<file path="src/logic/irq_rst_pkg.sv">
// Purpose: Shared constants and types for the pin request and reset cause
//          register block.
// Assumes: 8-bit registers in the low byte of a 32-bit Avalon word.
// Notes:   Offsets are byte addresses on the Avalon slave.
package irq_rst_pkg;
  localparam int          REG_W      = 8;
  localparam int          AVS_ADDR_W = 4;
  localparam logic [3:0]  OFS_PIN_CTRL     = 4'h0;
  localparam logic [3:0]  OFS_RESET_STATUS = 4'h4;

  // Pin control field positions
  localparam int PC_EDGE = 5;
  localparam int PC_PE   = 4;
  localparam int PC_FLAG = 3;
  localparam int PC_ACK  = 2;
  localparam int PC_IE   = 1;
  localparam int PC_MOD  = 0;

  // Reset cause field positions
  localparam int RS_POR  = 7;
  localparam int RS_PIN  = 6;
  localparam int RS_WDOG = 5;
  localparam int RS_OPC  = 4;
  localparam int RS_ADR  = 3;
  localparam int RS_CLK  = 2;
  localparam int RS_LVD  = 1;

  localparam logic [7:0]  STATUS_CLEAR   = 8'h00;
  localparam logic [7:0]  POR_STATUS     = 8'h82;
  localparam logic        PIN_IDLE_LEVEL = 1'b1;

  // Illegal address gaps
  localparam logic [15:0] GAP0_LO = 16'h0880;
  localparam logic [15:0] GAP0_HI = 16'h17FF;
  localparam logic [15:0] GAP1_LO = 16'h182C;

  typedef enum logic [0:0] {
    BUS_IDLE = 1'b0,
    BUS_ACK  = 1'b1
  } bus_state_t;

  typedef struct packed {
    bus_state_t  bus;
    logic [31:0] rdata;
    logic        edge_sel;
    logic        pin_en;
    logic        flag;
    logic        irq_en;
    logic        mode;
    logic        pin_prev;
    logic        irq;
    logic        wdog_restart;
    logic [7:0]  status;
  } blk_state_t;
endpackage

</file>
<file path="src/logic/irq_pin_and_reset_status.sv">
// Purpose: Pin request control register and reset cause status register
//          on an Avalon-MM slave with waitrequest.
// Assumes: Pin and source inputs are synchronous to i_core_clk; reset
//          sources hold their level while i_rst is high.
// Notes:   Every access takes two cycles; waitrequest drops in the second.
// Function
// (RQ1) Polarity bit 5: 0 falling/low, 1 rising/high sets the event flag.
// (RQ2) Pin enabled with rising polarity turns pull resistor into pull-down.
// (RQ3) Pin enable bit 4 gates pin as request source and enables pull.
// (RQ4) Read-only flag bit 3 sets on a qualifying event, else reads 0.
// (RQ5) Writing 1 to acknowledge bit 2 clears flag; bit reads 0.
// (RQ6) Edge-and-level mode: acknowledge cannot clear while pin stays asserted.
// (RQ7) Interrupt enable bit 1 drives request whenever flag is 1.
// (RQ8) Mode bit 0: 0 edges only, 1 edges plus matching level.
// (RQ9) Two unimplemented control bits read 0 and ignore writes.
// (RQ10) Debug forced reset leaves every cause bit cleared.
// (RQ11) Any write to status address restarts watchdog, contents kept.
// (RQ12) Power-on reset sets bits 7 and 1, clears the rest.
// (RQ13) Low-voltage reset sets bit 1, clears others, keeps bit 7.
// (RQ14) Each cause bit follows whether its source is active at reset.
// (RQ15) Bit 6 marks a reset from the external reset pin.
// (RQ16) Bit 5 marks watchdog timeout; blocked while watchdog disabled.
// (RQ17) Bit 4 marks bad opcodes, disabled stop or background entry.
// (RQ18) Bit 3 marks accesses inside the two illegal address gaps.
// (RQ19) Reserved locations within register areas never count as illegal.
// (RQ20) Bit 2 marks a reset from the clock generation module.
// (RQ21) Brownout reset needs both enables and low supply; stop gates it.
// (RQ22) Status bit 0 reads 0; all cause bits read-only.
//
// The implementer's own choices: the register addresses and the Avalon-MM interface to the registers.
`timescale 1ns/100ps
module irq_pin_and_reset_status
  import irq_rst_pkg::*;
#(
  parameter int          DATA_W  = 32,
  parameter logic [15:0] GAP1_HI = 16'hBFFF
) (
  input  wire logic                  i_core_clk,
  input  wire logic                  i_rst,
  input  wire logic [AVS_ADDR_W-1:0] i_avs_address,
  input  wire logic                  i_avs_read,
  input  wire logic                  i_avs_write,
  input  wire logic [DATA_W-1:0]     i_avs_writedata,
  input  wire logic [DATA_W/8-1:0]   i_avs_byteenable,
  output logic      [DATA_W-1:0]     o_avs_readdata,
  output logic                       o_avs_waitrequest,
  input  wire logic                  i_irq_pin,
  output logic                       o_irq_request,
  output logic                       o_pull_enable,
  output logic                       o_pull_down,
  output logic                       o_watchdog_restart,
  output logic                       o_reset_request,
  input  wire logic                  i_power_on,
  input  wire logic                  i_ext_reset_pin_n,
  input  wire logic                  i_watchdog_timeout,
  input  wire logic                  i_watchdog_enable_setting,
  input  wire logic                  i_illegal_opcode,
  input  wire logic                  i_stop_instr,
  input  wire logic                  i_stop_allowed_setting,
  input  wire logic                  i_background_entry_instruction,
  input  wire logic                  i_background_allowed_setting,
  input  wire logic                  i_access_valid,
  input  wire logic [15:0]           i_access_addr,
  input  wire logic                  i_access_in_register_area,
  input  wire logic                  i_clock_gen_reset,
  input  wire logic                  i_supply_low,
  input  wire logic                  i_stop_mode,
  input  wire logic                  i_brownout_detect_enable,
  input  wire logic                  i_brownout_reset_enable,
  input  wire logic                  i_brownout_in_stop_enable,
  input  wire logic                  i_debug_forced_reset_bit
);

  if (DATA_W != 32) begin : g_bad_width
    $error("DATA_W must be 32");
  end
  if (GAP1_HI < GAP1_LO) begin : g_bad_gap
    $error("GAP1_HI below GAP1_LO");
  end

  blk_state_t s_q;
  blk_state_t s_d;

  logic       req;
  logic       accept;
  logic       sel_ctrl;
  logic       sel_status;
  logic       wr_ctrl;
  logic       pin_rise;
  logic       pin_fall;
  logic       edge_hit;
  logic       level_hit;
  logic       event_hit;
  logic       wdog_cause;
  logic       opc_cause;
  logic       adr_cause;
  logic       lvd_cause;
  logic [7:0] ctrl_image;
  logic [7:0] status_cap;

  // Bus handshake
  assign req        = i_avs_read | i_avs_write;
  assign accept     = req & (s_q.bus == BUS_ACK);
  assign o_avs_waitrequest = req & (s_q.bus != BUS_ACK);
  assign sel_ctrl   = (i_avs_address == OFS_PIN_CTRL);
  assign sel_status = (i_avs_address == OFS_RESET_STATUS);
  // Low byte lane carries the register
  assign wr_ctrl    = accept & i_avs_write & sel_ctrl & i_avs_byteenable[0];

  // Pin event detection
  assign pin_rise  = i_irq_pin & ~s_q.pin_prev;
  assign pin_fall  = ~i_irq_pin & s_q.pin_prev;
  assign edge_hit  = s_q.edge_sel ? pin_rise : pin_fall; // RQ1
  assign level_hit = (i_irq_pin == s_q.edge_sel); // RQ1
  assign event_hit = s_q.pin_en & (edge_hit | (s_q.mode & level_hit)); // RQ3 RQ8

  // Unimplemented and acknowledge bits read 0
  always_comb begin
    ctrl_image          = 8'h00; // RQ9 RQ5
    ctrl_image[PC_EDGE] = s_q.edge_sel;
    ctrl_image[PC_PE]   = s_q.pin_en;
    ctrl_image[PC_FLAG] = s_q.flag; // RQ4
    ctrl_image[PC_IE]   = s_q.irq_en;
    ctrl_image[PC_MOD]  = s_q.mode;
  end

  // Qualified reset sources
  assign wdog_cause = i_watchdog_timeout & i_watchdog_enable_setting; // RQ16
  assign opc_cause  = i_illegal_opcode
                    | (i_stop_instr & ~i_stop_allowed_setting)
                    | (i_background_entry_instruction
                       & ~i_background_allowed_setting); // RQ17
  assign adr_cause  = i_access_valid & ~i_access_in_register_area // RQ19
                    & (((i_access_addr >= GAP0_LO)
                        & (i_access_addr <= GAP0_HI))
                       | ((i_access_addr >= GAP1_LO)
                          & (i_access_addr <= GAP1_HI))); // RQ18
  assign lvd_cause  = i_supply_low & i_brownout_detect_enable
                    & i_brownout_reset_enable
                    & (~i_stop_mode | i_brownout_in_stop_enable); // RQ21

  // Cause image captured while reset is held
  always_comb begin
    status_cap = STATUS_CLEAR;
    if (i_debug_forced_reset_bit) begin
      status_cap = STATUS_CLEAR; // RQ10
    end else if (i_power_on) begin
      status_cap = POR_STATUS; // RQ12
    end else if (lvd_cause) begin
      status_cap[RS_LVD] = 1'b1; // RQ13
      status_cap[RS_POR] = s_q.status[RS_POR]; // RQ13
    end else begin
      status_cap[RS_PIN]  = ~i_ext_reset_pin_n; // RQ14 RQ15
      status_cap[RS_WDOG] = wdog_cause; // RQ14
      status_cap[RS_OPC]  = opc_cause; // RQ14
      status_cap[RS_ADR]  = adr_cause; // RQ14
      status_cap[RS_CLK]  = i_clock_gen_reset; // RQ14 RQ20
    end
  end

  always_comb begin
    s_d = s_q;
    s_d.wdog_restart = 1'b0;
    s_d.pin_prev = i_irq_pin;
    if (i_rst) begin
      s_d.bus      = BUS_IDLE;
      s_d.rdata    = '0;
      s_d.edge_sel = 1'b0;
      s_d.pin_en   = 1'b0;
      s_d.flag     = 1'b0;
      s_d.irq_en   = 1'b0;
      s_d.mode     = 1'b0;
      s_d.pin_prev = PIN_IDLE_LEVEL;
      s_d.irq      = 1'b0;
      // Status is not cleared: it records why reset happened
      s_d.status   = status_cap; // RQ14
    end else begin
      case (s_q.bus)
        BUS_IDLE: begin
          if (req) begin
            // Read data sampled one cycle early; flag may set meanwhile
            s_d.rdata = '0;
            if (sel_ctrl) begin
              s_d.rdata[REG_W-1:0] = ctrl_image;
            end else if (sel_status) begin
              s_d.rdata[REG_W-1:0] = s_q.status; // RQ22
            end
            s_d.bus = BUS_ACK;
          end
        end
        BUS_ACK: begin
          s_d.bus = BUS_IDLE;
        end
        default: begin
          s_d.bus = BUS_IDLE;
        end
      endcase
      if (wr_ctrl) begin
        s_d.edge_sel = i_avs_writedata[PC_EDGE];
        s_d.pin_en   = i_avs_writedata[PC_PE];
        s_d.irq_en   = i_avs_writedata[PC_IE];
        s_d.mode     = i_avs_writedata[PC_MOD];
        if (i_avs_writedata[PC_ACK]) begin
          s_d.flag = 1'b0; // RQ5
        end
      end
      // Set wins over acknowledge; level keeps flag set
      if (event_hit) begin
        s_d.flag = 1'b1; // RQ4 RQ6
      end
      if (accept & i_avs_write & sel_status) begin
        s_d.wdog_restart = 1'b1; // RQ11
      end
      s_d.irq = s_d.flag & s_d.irq_en; // RQ7
    end
  end

  always_ff @(posedge i_core_clk) begin
    s_q <= s_d;
  end

  assign o_avs_readdata     = s_q.rdata;
  assign o_irq_request      = s_q.irq;
  assign o_pull_enable      = s_q.pin_en; // RQ3
  assign o_pull_down        = s_q.pin_en & s_q.edge_sel; // RQ2
  assign o_watchdog_restart = s_q.wdog_restart;
  assign o_reset_request    = i_power_on | ~i_ext_reset_pin_n | wdog_cause
                            | opc_cause | adr_cause | lvd_cause
                            | i_clock_gen_reset | i_debug_forced_reset_bit;
endmodule

</file>
<file path="config.mk">
export PLATFORM = sky130hd
export DESIGN_NAME = irq_pin_and_reset_status
export DESIGN_NICKNAME = d
export VERILOG_FILES = /design/src/logic/irq_rst_pkg.sv /design/src/logic/irq_pin_and_reset_status.sv
export SDC_FILE = /design/constraint.sdc
export NUM_CORES = 1
export LEC_CHECK = 0
export BUFFER_PORTS_ARGS = -buffer_cell sky130_fd_sc_hd__buf_2
export CAP_MARGIN = 20
export CELL_PAD_IN_SITES_DETAIL_PLACEMENT = 1
export CELL_PAD_IN_SITES_GLOBAL_PLACEMENT = 1
export CORE_MARGIN = 4
export CORE_UTILIZATION = 25
export DETAILED_ROUTE_END_ITERATION = 8
export PLACE_DENSITY = 0.9
export SYNTH_ARGS = -nofsm -noshare
export SYNTH_HDL_FRONTEND = slang
export SYNTH_SLANG_ARGS = --single-unit
</file>
<file path="constraint.sdc">
create_clock -name i_core_clk -period 1.8 [get_ports i_core_clk]
set_clock_uncertainty 0.15 [all_clocks]
set_input_delay 0 -clock i_core_clk [delete_from_list [all_inputs] [get_ports i_core_clk]]
set_output_delay 0 -clock i_core_clk [all_outputs]
set_load 0.03 [all_outputs]
</file>
==> impl_metrics.env <==
export IMPL_min_period_ns=1.646
export IMPL_cts_tree="yes"
export IMPL_numCtsBuffers=3
export IMPL_tns_ns=0
export IMPL_synth_simple_area_share_pct=19.44
export IMPL_synthCells=140
export IMPL_initial_core_util_pct=25.74
export IMPL_synth_seq_cells=24
export IMPL_areaGrowthSynthToFinish_pct=37.07
export IMPL_nets=292
export IMPL_avgRoutedWirePerCell_um=11.96
export IMPL_io_buffers=60
export IMPL_post_route_period_util_pct=91.44
export IMPL_die_width_um=80.29
export IMPL_clockBufferDepth=2
export IMPL_synth_top_cell_by_area="dfxtp_1"
export IMPL_drv_slew=0
export IMPL_synth_main_ff_cell="dfxtp_1"
export IMPL_wirelength_um=3374
export IMPL_cts_setup_buffers=0
export IMPL_rsz0062_at_grt="false"
export IMPL_post_synth_top_area_fraction_pct=26.05
export IMPL_ios=117
export IMPL_track_usage_pct=10.78
export IMPL_path_class="in2out"
export IMPL_gp_congestion=0.7649
export IMPL_top_layer_used="met4"
export IMPL_core_mm2=0.005075
export IMPL_drc=0
export IMPL_drive_gt1_share_pct=34.43
export IMPL_syn_area_mm2=0.001306
export IMPL_drt_pass1_iterations=4
export IMPL_irDropWorstVdd_mv=0.2471
export IMPL_h_tree_depth=1
export IMPL_vias=1172
export IMPL_synth_edf_count=7
export IMPL_wl_met2_um=1651
export IMPL_cp_arrival_ns=1.50
export IMPL_dr_wl_met3_um=418
export IMPL_synth_xor_area_share_pct=1.341
export IMPL_hold_viol_final=0
export IMPL_cts_root_buffer="clkbuf_8"
export IMPL_grt_antenna_before_repair=0
export IMPL_design_area_mm2=0.001790
export IMPL_max_freq_mhz=607.5
export IMPL_rows=26
export IMPL_synth_async_reset_ratio_pct=0
export IMPL_ys_warn_count=0
export IMPL_ys_top_cells_by_area="dfxtp_1 26%, buf_4 18%, edfxtp_1 16%"
export IMPL_place_area_mm2=0.001524
export IMPL_ys_types=36
export IMPL_cts_num_sinks=24
export IMPL_syn_area_per_cell_um2=9.330
export IMPL_clkSlewWorstSetupHoldPaths_ns=0.08
export IMPL_synth_compound_area_share_pct=11.21
export IMPL_synthMuxAreaShare_pct=3.065
export IMPL_num_antenna_cells=0
export IMPL_setup_violations=0
export IMPL_yosysSeqAreaShare_pct=42.15
export IMPL_outcome="completed"
export IMPL_powerDensity_mw_per_mm2=677.6
export IMPL_grt_remaining_overflow=0
export IMPL_power_leakage_nw=0.8227
export IMPL_ant_nets=0
export IMPL_maxCapViolations=0
export IMPL_synth_top_family_by_area="buffers and inverters"
export IMPL_grt_pass1_vias=1259
export IMPL_synthAdderAreaFrac_pct=0
export IMPL_min_path_type="in2reg"
export IMPL_required_ns=1.65
export IMPL_drt_iter0_markers=34
export IMPL_die_h_um=80.29
export IMPL_total_power_mw=1.213
export IMPL_hpwl_um=2740
export IMPL_start_kind="primary input"
export IMPL_endpoint_kind="output port"
export IMPL_die_area_mm2=0.006446
export IMPL_grt_max_degree=25
export IMPL_grt_pass1_wl_um=5423
export IMPL_viasPerCell=4.156
export IMPL_crit_path_max_fanout=10
export IMPL_drt_met1_wl_um=1243
export IMPL_clk_latency_ns=0.27
## metrics by stage
stage	util [%]	instances	hold slack [ns]	setup WS, ns
final	35.28	282	0.02986	0.1540
after global routing	35.28	282	0.06032	0.04220
after CTS	35.06	282	0.03235	0.02717
after detailed placement	30.03	258	0.07927	0.1860
after global placement	30.03	258	0.07750	0.2828
after floorplan	-	163	-0.04342	0.3583
## cell usage in the layout (no fill, tap or decap), types with 2 or more instances in the layout
master | synthesis | layout
buf_2 | 1 | 60
conb_1 | 1 | 24
dlygate4sd3_1 | 0 | 20
dfxtp_1 | 17 | 17
nor2_1 | 15 | 15
nand2_1 | 8 | 8
inv_1 | 7 | 7
edfxtp_1 | 7 | 7
a21oi_1 | 6 | 6
nand3_1 | 5 | 5
nor3_1 | 5 | 5
a221oi_1 | 5 | 4
mux2i_1 | 4 | 4
clkbuf_8 | 0 | 4
or2_2 | 2 | 2
and4b_1 | 2 | 2
nand2b_1 | 2 | 2
## layer usage
metal / track usage (%) / up-vias
met5: 0 / -
met4: 4.561 / 0
met3: 3.700 / 5
met2: 19.54 / 69
met1: 11.18 / 526
li1: - / 572
## timing repair
item,CTS,global route
hold buffers,20,0
endpoints found under the hold margin,18,0
resized for setup,0,4
setup endpoints to repair,0,3
## power breakdown
part	total (mW)	switching [mW]	internal [mW]	leakage, nW
clock network	0.362	0.167	0.195	0.0288
logic	0.264	0.165	0.0990	0.589
registers	0.588	0.00888	0.579	0.205
total	1.21	0.340	0.873	0.823
## state kept, by name, indices dropped and copies added, names as in the netlist
signal and count:
o_avs_readdata 8, s_q 9, o_watchdog_restart 1, o_pull_enable 1, o_irq_request 1, ctrl_image 4
## cell families (layout without fill, tap and decap cells)
family	count (synthesis)	count (layout)
mux	4	4
simple gates	45	45
xor+xnor	2	2
other cells	1	24
compound gates	20	20
buf+inv	44	93
flops	24	24
## cell type report
cell class                      instances  area [um^2]
Sequential cell                        24        550.5
Multi-Input combinational cell         95        555.5
Clock buffer                            4        55.05
Inverter                                8        33.78
Fill cell                             621         3284
Tap cell                               70        87.58
Timing Repair Buffer                   81        508.0
## worst max-delay path, cell delays in order
cell           delay, ns
dlygate4sd3_1       0.53
buf_2               0.14
nor2_1              0.10
or2_2               0.25
clkinvlp_4          0.24
buf_2               0.24
## path summary, 6_finish.rpt
| path | from | endpoint | slack, ns | cells after the start |
|---|---|---|---|---|
| worst min-delay path | i_access_in_register_area | s_q[3] | 0.03 | 4 |
| worst max register to register | s_q[48] | o_avs_readdata[6] | 0.42 | 4 |
| worst min register to register | o_avs_readdata[2] | o_avs_readdata[2] | 0.31 | 2 |
| worst max-delay path | i_avs_write | o_avs_waitrequest | 0.15 | 6 |
## cells in the mapped netlist (2+ instances only)
master and n:
clkbuf_1 2, or2_2 2, inv_1 7, mux2i_1 4
edfxtp_1 7, a221oi_1 5, nand3_1 5, nor2_1 15
nor3_1 5, a21oi_1 6, nand2b_1 2, buf_4 32
and4b_1 2, nand2_1 8, dfxtp_1 17
Note: power is estimated with default switching activity, not from simulation.
